[config.mk]
export PLATFORM = sky130hd
export DESIGN_NAME = dwd_write_decode
export DESIGN_NICKNAME = d
export VERILOG_FILES = /design/src/logic/dwd_sync2.v /design/src/logic/dwd_write_decode.v
export VERILOG_INCLUDE_DIRS = /design/src /design/src/logic
export SDC_FILE = /design/constraint.sdc
export NUM_CORES = 1
export LEC_CHECK = 0
export BUFFER_PORTS_ARGS = -buffer_cell sky130_fd_sc_hd__buf_2
export CAP_MARGIN = 30
export CORE_UTILIZATION = 40
export CTS_CLUSTER_SIZE = 40
export DETAILED_ROUTE_END_ITERATION = 8
export PLACE_DENSITY = 0.69
export SLEW_MARGIN = 10
export SYNTH_ARGS = -nofsm -noshare
export SYNTH_HDL_FRONTEND = slang
export SYNTH_HIERARCHICAL = 1
export SYNTH_SLANG_ARGS = --single-unit
[constraint.sdc]
create_clock -name clk_in -period 4.15 [get_ports clk_in]
set_input_delay 0.6225 -clock clk_in [delete_from_list [all_inputs] [get_ports clk_in]]
set_output_delay 0.6225 -clock clk_in [all_outputs]
set_load 0.005 [all_outputs]
[src/logic/dwd_regs.vh]
`ifndef DWD_REGS_VH
`define DWD_REGS_VH

// ****************************************
// Frame layout
// ****************************************
`define DWD_FRAME_BITS 6'h18
`define DWD_RW_BIT 23
`define DWD_DEV_HI 22
`define DWD_DEV_LO 21
`define DWD_DREG_HI 20
`define DWD_DREG_LO 18
`define DWD_CH_HI 17
`define DWD_CH_LO 16
`define DWD_CREG_HI 15
`define DWD_CREG_LO 13

// ****************************************
// Register selects
// ****************************************
`define DWD_DREG_OFFSET 3'h4
`define DWD_DREG_OFFSET_ALL 3'h5
`define DWD_DREG_CLEAR 3'h6
`define DWD_DREG_CTRL 3'h7
`define DWD_CREG_SLEW 3'h0
`define DWD_CREG_MAIN 3'h1
`define DWD_CREG_CHAN 3'h2
`define DWD_CREG_BOOST 3'h3
`define DWD_CREG_SOFT 3'h4

// ****************************************
// Main control fields and resets
// ****************************************
`define DWD_IDLE_BIT 12
`define DWD_STAT_BIT 11
`define DWD_WD_ON_BIT 10
`define DWD_TO_HI 9
`define DWD_TO_LO 8
`define DWD_SHORT_BIT 6
`define DWD_OUT_ALL_BIT 5
`define DWD_BOOST_ALL_BIT 4
`define DWD_OFFSET_RST 16'h8000
`define DWD_CLEAR_RST 16'h0000
`define DWD_MAIN_RST 1'b0

// ****************************************
// Timing
// ****************************************
`define DWD_CLK_KHZ 100000
`define DWD_TO0_MS 5
`define DWD_TO1_MS 10
`define DWD_TO2_MS 100
`define DWD_TO3_MS 200
`endif

[src/logic/dwd_sync2.v]
module dwd_sync2 #(
  parameter W = 1,
  parameter [W-1:0] INIT = {W{1'b0}}
) (
  input wire clk_in,
  input wire rst_n_in,
  input wire [W-1:0] d_in,
  output reg [W-1:0] q_out
);
  reg [W-1:0] meta_q;

  // First stage is read only by the second
  always @(posedge clk_in) begin
    if (!rst_n_in) begin
      meta_q <= INIT;
      q_out <= INIT;
    end else begin
      meta_q <= d_in;
      q_out <= meta_q;
    end
  end
endmodule // dwd_sync2

[src/logic/dwd_write_decode.v]
`include "dwd_regs.vh"

module dwd_write_decode #(
  parameter [31:0] WD_CYC0 = `DWD_TO0_MS * `DWD_CLK_KHZ,
  parameter [31:0] WD_CYC1 = `DWD_TO1_MS * `DWD_CLK_KHZ,
  parameter [31:0] WD_CYC2 = `DWD_TO2_MS * `DWD_CLK_KHZ,
  parameter [31:0] WD_CYC3 = `DWD_TO3_MS * `DWD_CLK_KHZ
) (
  input wire clk_in,
  input wire rst_n_in,
  input wire sclk_in,
  input wire sync_n_in,
  input wire sdin_in,
  input wire device_select_hi_in,
  input wire device_select_lo_in,
  input wire idle_pin_in,
  input wire [15:0] status_in,
  output wire sdo_out,
  output reg sdo_oe_out,
  output wire [63:0] offset_out,
  output wire [63:0] clear_out,
  output reg idle_output_state_out,
  output reg status_on_write_out,
  output reg watchdog_on_out,
  output reg [1:0] timeout_sel_out,
  output reg short_limit_sel_out,
  output reg global_output_on_out,
  output reg [3:0] global_boost_power_out,
  output reg idle_level_out,
  output reg wd_expired_out,
  output reg ctrl_wr_out,
  output reg [2:0] ctrl_sel_out,
  output reg [1:0] ctrl_chan_out,
  output reg [12:0] ctrl_data_out
);

  // ****************************************
  // Input synchronisers
  // ****************************************
  // Link strobes idle high, so their stages reset high as well and
  // no false edge follows reset
  wire [2:0] link_s;
  wire [1:0] dev_s;
  wire idle_pin_s;
  wire sclk_s = link_s[0];
  wire sync_n_s = link_s[1];
  wire sdin_s = link_s[2];

  dwd_sync2 #(
    .W(3),
    .INIT(3'h3)
  ) u_sync_link (
    .clk_in(clk_in),
    .rst_n_in(rst_n_in),
    .d_in({sdin_in, sync_n_in, sclk_in}),
    .q_out(link_s)
  );

  // Straps are static in use but still come from outside the clock
  dwd_sync2 #(
    .W(2),
    .INIT(2'h0)
  ) u_sync_strap (
    .clk_in(clk_in),
    .rst_n_in(rst_n_in),
    .d_in({device_select_hi_in, device_select_lo_in}),
    .q_out(dev_s)
  );

  dwd_sync2 #(
    .W(1),
    .INIT(1'b0)
  ) u_sync_idle (
    .clk_in(clk_in),
    .rst_n_in(rst_n_in),
    .d_in(idle_pin_in),
    .q_out(idle_pin_s)
  );

  // ****************************************
  // Link edges and shifter
  // ****************************************
  reg sclk_q;
  reg sync_q;
  reg [23:0] shift_q;
  reg [5:0] bit_cnt_q;
  reg [23:0] sdo_sh_q;

  // Last seen levels of the two link strobes, reset to their idle level
  always @(posedge clk_in) begin
    if (!rst_n_in) begin
      sclk_q <= 1'b1;
    end else begin
      sclk_q <= sclk_s;
    end
  end

  always @(posedge clk_in) begin
    if (!rst_n_in) begin
      sync_q <= 1'b1;
    end else begin
      sync_q <= sync_n_s;
    end
  end

  wire sclk_fall = sclk_q & ~sclk_s;
  wire sclk_rise = ~sclk_q & sclk_s;
  wire frame_start = sync_q & ~sync_n_s;
  wire frame_end = ~sync_q & sync_n_s;

  // Bits are taken on falling link clock edges, MSB first
  always @(posedge clk_in) begin
    if (!rst_n_in) begin
      shift_q <= 24'h000000;
      bit_cnt_q <= 6'h00;
    end else if (frame_start) begin
      bit_cnt_q <= 6'h00;
    end else if (!sync_n_s && sclk_fall) begin
      shift_q <= {shift_q[22:0], sdin_s};
      if (bit_cnt_q != 6'h3F) begin
        bit_cnt_q <= bit_cnt_q + 6'h01;
      end
    end
  end

  // ****************************************
  // Frame decode
  // ****************************************
  wire [1:0] f_dev = shift_q[`DWD_DEV_HI:`DWD_DEV_LO];
  wire [2:0] f_dreg = shift_q[`DWD_DREG_HI:`DWD_DREG_LO];
  wire [1:0] f_ch = shift_q[`DWD_CH_HI:`DWD_CH_LO];
  wire [2:0] f_creg = shift_q[`DWD_CREG_HI:`DWD_CREG_LO];
  wire [15:0] f_data = shift_q[15:0];

  wire len_ok = (bit_cnt_q == `DWD_FRAME_BITS);
  wire is_write = !shift_q[`DWD_RW_BIT];
  wire dev_ok = (f_dev == dev_s);

  // A short or long frame, a read or another device's frame is dropped
  wire commit = frame_end && len_ok && is_write && dev_ok;
  wire is_ctrl = (f_dreg == `DWD_DREG_CTRL);
  wire is_main = is_ctrl && (f_creg == `DWD_CREG_MAIN);
  wire is_other_ctrl = is_ctrl &&
    ((f_creg == `DWD_CREG_SLEW) || (f_creg == `DWD_CREG_CHAN) ||
     (f_creg == `DWD_CREG_BOOST) || (f_creg == `DWD_CREG_SOFT));
  // Sub-selects 101 to 111 raise neither enable
  wire main_we = commit && is_main;
  wire ctrl_we = commit && is_other_ctrl;

  // ****************************************
  // Offset and clear registers
  // ****************************************
  // Offset codes are passed on unchanged as straight binary
  wire do_offset = commit && (f_dreg == `DWD_DREG_OFFSET);
  wire do_offset_all = commit && (f_dreg == `DWD_DREG_OFFSET_ALL);
  wire do_clear = commit && (f_dreg == `DWD_DREG_CLEAR);
  wire [3:0] ch_hit = 4'h1 << f_ch;

  reg [15:0] offset_q [0:3];
  reg [15:0] clear_q [0:3];
  wire [3:0] offset_we;
  wire [3:0] clear_we;
  integer i;
  genvar g;

  // Per-channel enables; the broadcast select hits all four at once,
  // so every channel takes the same code in the same cycle
  generate
    for (g = 0; g < 4; g = g + 1) begin : g_chan
      assign offset_we[g] = do_offset_all || (do_offset && ch_hit[g]);
      assign clear_we[g] = do_clear && ch_hit[g];
      assign offset_out[16 * g +: 16] = offset_q[g];
      assign clear_out[16 * g +: 16] = clear_q[g];
    end
  endgenerate

  always @(posedge clk_in) begin
    for (i = 0; i < 4; i = i + 1) begin
      if (!rst_n_in) begin
        offset_q[i] <= `DWD_OFFSET_RST;
        clear_q[i] <= `DWD_CLEAR_RST;
      end else begin
        if (offset_we[i]) begin
          offset_q[i] <= f_data;
        end
        if (clear_we[i]) begin
          clear_q[i] <= f_data;
        end
      end
    end
  end

  // ****************************************
  // Main control register
  // ****************************************
  // Bits 7 and 3..0 are not stored
  always @(posedge clk_in) begin
    if (!rst_n_in) begin
      idle_output_state_out <= `DWD_MAIN_RST;
      status_on_write_out <= `DWD_MAIN_RST;
      watchdog_on_out <= `DWD_MAIN_RST;
      timeout_sel_out <= 2'h0;
      short_limit_sel_out <= `DWD_MAIN_RST;
      global_output_on_out <= `DWD_MAIN_RST;
      global_boost_power_out <= 4'h0;
    end else if (main_we) begin
      idle_output_state_out <= f_data[`DWD_IDLE_BIT];
      status_on_write_out <= f_data[`DWD_STAT_BIT];
      watchdog_on_out <= f_data[`DWD_WD_ON_BIT];
      timeout_sel_out <= f_data[`DWD_TO_HI:`DWD_TO_LO];
      short_limit_sel_out <= f_data[`DWD_SHORT_BIT];
      global_output_on_out <= f_data[`DWD_OUT_ALL_BIT];
      global_boost_power_out <= {4{f_data[`DWD_BOOST_ALL_BIT]}};
    end
  end

  // Disabled voltage outputs take the pin level, inverted when set
  always @(posedge clk_in) begin
    if (!rst_n_in) begin
      idle_level_out <= 1'b0;
    end else begin
      idle_level_out <= idle_pin_s ^ idle_output_state_out;
    end
  end

  // ****************************************
  // Other control registers
  // ****************************************
  // Slew, channel, converter and software writes leave as a strobe;
  // the three spare sub-selects raise nothing
  always @(posedge clk_in) begin
    if (!rst_n_in) begin
      ctrl_wr_out <= 1'b0;
      ctrl_sel_out <= 3'h0;
      ctrl_chan_out <= 2'h0;
      ctrl_data_out <= 13'h0000;
    end else begin
      ctrl_wr_out <= ctrl_we;
      if (ctrl_we) begin
        ctrl_sel_out <= f_creg;
        ctrl_chan_out <= f_ch;
        ctrl_data_out <= f_data[12:0];
      end
    end
  end

  // ****************************************
  // Interface watchdog
  // ****************************************
  reg [24:0] wd_cnt_q;
  reg [24:0] wd_limit;

  always @* begin
    case (timeout_sel_out)
      2'h0: wd_limit = WD_CYC0[24:0];
      2'h1: wd_limit = WD_CYC1[24:0];
      2'h2: wd_limit = WD_CYC2[24:0];
      default: wd_limit = WD_CYC3[24:0];
    endcase
  end

  // Limits are counted in clock cycles
  wire wd_run = watchdog_on_out && !commit;
  wire wd_hit = wd_run && (wd_cnt_q == wd_limit - 25'h0000001);
  wire wd_restart = !watchdog_on_out || commit || wd_hit;

  // Any accepted frame restarts the count; a frame accepted in the expiry cycle wins, so no expiry is flagged
  always @(posedge clk_in) begin
    if (!rst_n_in) begin
      wd_cnt_q <= 25'h0000000;
      wd_expired_out <= 1'b0;
    end else begin
      if (wd_restart) begin
        wd_cnt_q <= 25'h0000000;
      end else begin
        wd_cnt_q <= wd_cnt_q + 25'h0000001;
      end
      if (wd_hit) begin
        wd_expired_out <= 1'b1;
      end else if (commit || !watchdog_on_out) begin
        wd_expired_out <= 1'b0;
      end
    end
  end

  // ****************************************
  // Status readback
  // ****************************************
  // Status is framed at the start so it cannot tear mid-word;
  // the host samples each bit on the falling edge
  always @(posedge clk_in) begin
    if (!rst_n_in) begin
      sdo_sh_q <= 24'h000000;
      sdo_oe_out <= 1'b0;
    end else begin
      // Drive only while the frame is open
      sdo_oe_out <= ~sync_n_s & status_on_write_out;
      if (frame_start) begin
        sdo_sh_q <= {3'h0, wd_expired_out, 4'h0, status_in};
      end else if (!sync_n_s && sclk_rise) begin
        sdo_sh_q <= {sdo_sh_q[22:0], 1'b0};
      end
    end
  end

  assign sdo_out = sdo_sh_q[23];
endmodule // dwd_write_decode

== Yosys cells after proc, flatten, opt, wreduce, memory -nomap -nowiden ==
Memory sizes are Yosys's and may differ from the RTL's.
Index checks and enable logic that the tools add are counted.

* Shift-type cells: 1
* Multiplexer cells: 38
* Bitwise gates (word level): 20
* Reductions and logical operators: 43
* Equality and inequality tests: 14
* $add $sub $neg: 3

{| class="wikitable"
|+ Operator list
! kind !! number
|-
| 2-to-1 mux 16 bit || 8
|-
| one-hot mux 25 bit (3 select lines) || 1
|-
| 2-to-1 mux 21 bit || 2
|-
| 2-to-1 mux 1 bit || 27
|-
| adder 25 x 1 -> 25 bit (second input constant) || 1
|-
| equality test 25 bit || 1
|-
| subtractor 25 x 1 -> 25 bit (second input constant) || 1
|-
| logical AND 1 bit || 22
|-
| equality test 3 bit (second input constant) || 5
|-
| logical OR 1 bit || 9
|-
| OR 1 bit || 8
|-
| adder 6 x 1 -> 6 bit (second input constant) || 1
|-
| equality test 3 x 2 -> 1 bit (second input constant) || 2
|-
| equality test 6 x 5 -> 1 bit (second input constant) || 1
|-
| != test 6 bit (second input constant) || 1
|-
| inverter 1 bit || 6
|-
| bitwise AND 1 bit || 5
|-
| zero test 1 bit || 4
|-
| AND reduction 2 bit || 2
|-
| nonzero test 2 bit || 2
|-
| OR reduction 2 bit || 2
|-
| left shift 1 x 2 -> 4 bit (first input constant) || 1
|-
| equality test 3 x 1 -> 1 bit (second input constant) || 1
|-
| zero test 3 bit || 1
|-
| 5 further kinds || 5
|}

* Input port bits: 24
* Logic and storage cells: 148
* RAM bits: 128
* Bits in registers: 123
* Memories kept: 2

{| class="wikitable"
|+ Memories
! name !! depth !! bits a word !! rd ports !! clocked after memory_dff !! wr ports !! RTL line !! RTL
|-
| clear_q || 4 || 16 || 4 || 0 || 4 || dwd_write_decode.v:160 || <nowiki>reg [15:0] clear_q [0:3];</nowiki>
|-
| offset_q || 4 || 16 || 4 || 0 || 4 || dwd_write_decode.v:159 || <nowiki>reg [15:0] offset_q [0:3];</nowiki>
|}

== Longest topological paths before layout ==
* Depth in word-level cells: 12
* Depth in mapped cells: 10

== Cells and area by module ==
Netlist, hierarchy kept.

{| class="wikitable"
|+ By module, submodules not included
! module !! area an instance (µm²) !! cells an instance !! times used
|-
| dwd_write_decode || 9547.9 || 823 || 1
|-
| dwd_sync2 at u_sync_link || 157.7 || 12 || 1
|-
| dwd_sync2 at u_sync_strap || 105.1 || 8 || 1
|-
| dwd_sync2 at u_sync_idle || 52.6 || 4 || 1
|}

== Worst setup path after synthesis ==
No wires, ideal clock.

* Path kind: register to register
* Start point: register bit_cnt_q[0]
* End point: memory offset_q[3][0], enable pin
* Cell stages (with the launch flop): 8
* Arrival: 2.488 ns
* Setup slack: 1.251 ns
* Required time: 3.739 ns
* Period minus slack after synthesis: 2.899 ns
* Cell sequence: dfxtp_1 -> inv_1 -> ha_1 -> nor4bb_1 -> and4_1 -> clkbuf_1 -> nand3b_1 -> o21ai_0

{| class="wikitable"
|+ RTL lines
! item !! RTL line !! RTL
|-
| start: declaration || dwd_write_decode.v:86 || <nowiki>reg [5:0] bit_cnt_q;</nowiki>
|-
| start signal: assignment || dwd_write_decode.v:121 || <nowiki>bit_cnt_q <= bit_cnt_q + 6'h01;</nowiki>
|-
| end: declaration || dwd_write_decode.v:159 ||
|}

== Final worst setup path ==
* Start point: register timeout_sel_out[0]
* End point: register wd_cnt_q[5]

* Longest elaborated chain between the ends: 7
* Elaborated cells between the ends (all ways): 9

{| class="wikitable"
|+ RTL lines
! item !! RTL line !! RTL
|-
| start: declaration || dwd_write_decode.v:25 || <nowiki>output reg [1:0] timeout_sel_out,</nowiki>
|-
| start signal: assignment || dwd_write_decode.v:210 || <nowiki>timeout_sel_out <= f_data[`DWD_TO_HI:`DWD_TO_LO];</nowiki>
|-
| equality test 2 bit (tied with other cells) || dwd_write_decode.v:254 || <nowiki>case (timeout_sel_out)</nowiki>
|-
| one-hot mux 25 bit (3 select lines) * || dwd_write_decode.v:254 ||
|-
| subtractor 25 x 1 -> 25 bit * || dwd_write_decode.v:264 || <nowiki>wire wd_hit = wd_run && (wd_cnt_q == wd_limit - 25'h0000001);</nowiki>
|-
| equality test 25 bit * || dwd_write_decode.v:264 ||
|-
| logical AND 1 bit * || dwd_write_decode.v:264 ||
|-
| logical OR 1 bit * || dwd_write_decode.v:265 || <nowiki>wire wd_restart = !watchdog_on_out || commit || wd_hit;</nowiki>
|-
| OR reduction 2 bit (no source line) * || -- ||
|-
| end signal: assignment || dwd_write_decode.v:276 || <nowiki>wd_cnt_q <= wd_cnt_q + 25'h0000001;</nowiki>
|-
| end: declaration || dwd_write_decode.v:250 || <nowiki>reg [24:0] wd_cnt_q;</nowiki>
|}

Every way passes the cells marked *; elsewhere a longest branch is shown, timed or not.
A chain may end at the register's enable or synchronous reset.

==> impl_metrics.tcl <==
set metrics [dict create \
    critPathRequiredTime_ps 4560 \
    seq_area_frac_synth_pct 63.9 \
    fillers 2212 \
    yosys_warnings 6 \
    syn_area_sq_mm 0.00986 \
    min_path_type "input port to flip-flop" \
    port_buffers 185 \
    drive_gt1_share_pct 22.9 \
    dieArea_sq_mm 0.0253 \
    grt_pass1_vias 6157 \
    nets 1063 \
    yosysUniqueCellTypes 50 \
    leakagePower_nw 4.71 \
    die_x_um 159 \
    fmax_mhz 316 \
    grt_usage_pct 17.6 \
    holdPathStages 2 \
    worst_pin_slew_ps 768 \
    cp_max_fo 15 \
    cts_setup_buffers 0 \
    final_core_util_pct 49.3 \
    syn_to_final_growth_pct 21.1 \
    setup_viol 0 \
    critPathCaptureType "flip-flop" \
    synth.avg_cell_area_sq_um 11.6 \
    htreeDepth 1 \
    maxCapViolations 0 \
    core_sq_mm 0.0242 \
    io_pins 186 \
    drv_slew 0 \
    fin_setup_tns_ps 0 \
    hold_viol_final 0 \
    cts_root_buffer "clkbuf_16" \
    rsz0062_at_grt "false" \
    first_pass_iters 5 \
    postSynth.asyncResetShare_pct 0 \
    cts_tree "built" \
    worstRegToRegCells 10 \
    overflow 0 \
    most-common-layout-cells "185 x buf_2, 128 x edfxtp_1, 123 x dfxtp_1" \
    synth_edf_count 128 \
    gp_congestion 0.807 \
    cts_sinks 251 \
    crit_type "flip-flop to flip-flop" \
    arrival_ps 3580 \
    max-clock-path-buffers 3 \
    cts_hold_buffers 0 \
    grt_max_degree 66 \
    grt_pass1_wl_um 35000 \
    path_clk_slew_ps 60 \
    peakVddDrop_v 0.000328 \
    viasPerCell 4.94 \
    ant_nets 0 \
    wirelength_um 22900 \
    initial_utilization_pct 40.7 \
    routedWlPerCell_um 16.7 \
    synth_nets 883 \
    min_period_over_period_pct 76.4 \
    relSlewSlack_pct 48.6 \
    clk_latency_ps 520 \
    holdWs_ps 282 \
    start_kind "flip-flop" \
    dr_total_vias 6763 \
    drt-initial-drc-count 487 \
    cts_resized 0 \
    die_height_um 159 \
    cts-buffers-inserted 26 \
    std_cell_rows 57 \
    synthCells 847 \
    p_per_area_mw_per_mm2 428 \
    final_common_cell "buf_2" \
    clock-skew-final_ps 8.34 \
    diodes 0 \
    ys.flop_type "edfxtp_1" \
    drc 0 \
    hpwl_um 15600 \
    antenna_found_initial 0 \
    layout_min_cycle_time_ps 3170 \
    ys_seq_elements 251 \
    status "complete, no violations" \
]
[power breakdown]
part / internal (mW) / switching, mW / total (mW)
clock network: 1.39 / 0.916 / 2.30
logic: 0.0603 / 0.0756 / 0.136
registers: 2.65 / 0.0192 / 2.67
total: 4.10 / 1.01 / 5.11
[through the flow]
step / cells / instance area [sq um] / setup slack [ps] / total power, mW
floorplan: 847 / 9860 / 1250 / 2.78
global placement: 1320 / 11100 / 1070 / 2.86
detailed placement: 1322 / 11100 / 998 / 2.86
CTS: 1369 / 11900 / 992 / 5.16
global route: 1370 / 11900 / 807 / 5.28
finish: 1370 / 11900 / 981 / 5.11
[state kept, by name, indices dropped and copies added (netlist names), 2 cells and up]
name and count:
offset_q 64, u_sync_strap/q_out 2, u_sync_link/q_out 3, clear_q 64, timeout_sel_out 2, sdo_sh_q 24
ctrl_sel_out 3, u_sync_link/meta_q 3, wd_cnt_q 25, shift_q 24, ctrl_chan_out 2, bit_cnt_q 6
u_sync_strap/meta_q 2, ctrl_data_out 13
[synth_stat cells (all sizes together), types with 12 or more instances]
master | n | share of area [%]
a21boi | 24 | 1.8
a222oi | 16 | 1.6
and2 | 69 | 4.4
clkbuf | 40 | 1.5
dfxtp | 123 | 25
edfxtp | 128 | 39
ha | 12 | 1.5
mux2i | 34 | 3.5
nand2 | 81 | 3.1
nand3 | 13 | 0.66
nor2 | 118 | 4.5
nor2b | 50 | 3.2
xnor2 | 18 | 1.6
xor2 | 18 | 1.6
[cell families (layout without fill, tap and decap cells)]
logic type | after synthesis | in the layout | share of synthesized area [%]
AO/OA/AOI/OAI | 63 | 63 | 5.16
XOR/XNOR | 36 | 36 | 3.20
adder cells (fa/ha/maj) | 12 | 12 | 1.52
buffers and inverters | 57 | 256 | 2.49
flip-flops | 251 | 251 | 63.9
multiplexers | 35 | 35 | 3.56
AND/OR/NAND/NOR | 393 | 393 | 20.1
[path summary, 6_finish.rpt]
| check | start | end | slack, ps |
|---|---|---|---|
| max | timeout_sel_out[0]$_SDFFE_PN0P_ | wd_cnt_q[5]$_SDFF_PP0_ | 980 |
| min | sync_n_in | u_sync_link/meta_q[1]$_SDFF_PN1_ | 280 |
| max reg2reg | timeout_sel_out[0]$_SDFFE_PN0P_ | wd_cnt_q[5]$_SDFF_PP0_ | 980 |
| min reg2reg | u_sync_link/meta_q[0]$_SDFF_PN1_ | u_sync_link/q_out[0]$_SDFF_PN1_ | 410 |
[routing by layer]
metal | wire length [um] | up-vias | track usage, %
met3 | 1350 | 30 | 2.94
li1 | - | 3279 | -
met2 | 10600 | 247 | 28.4
met4 | 424 | 0 | 4.59
met5 | 0 | - | 0
met1 | 10500 | 3207 | 24.5
[critical path, stage by stage, from the launching register on]
cell      delay (ps)
dfxtp_1          400
inv_1            170
ha_1             220
inv_1             60
ha_1             220
or3_1            330
a2111o_1         410
a2111o_1         460
o31ai_4          440
buf_4            290
nor2_1            60
[final cells by class]
class	instances	area, sq um	share of cell area, %
well taps	324	405	3.39
repair buffers	200	1040	8.69
flip-flops and latches	251	6310	52.8
clock inverters	13	138	1.15
inverters	9	33.8	0.283
clock buffers	34	712	5.96
multi-input cells	539	3310	27.7
(Power assumes the default switching activity.)
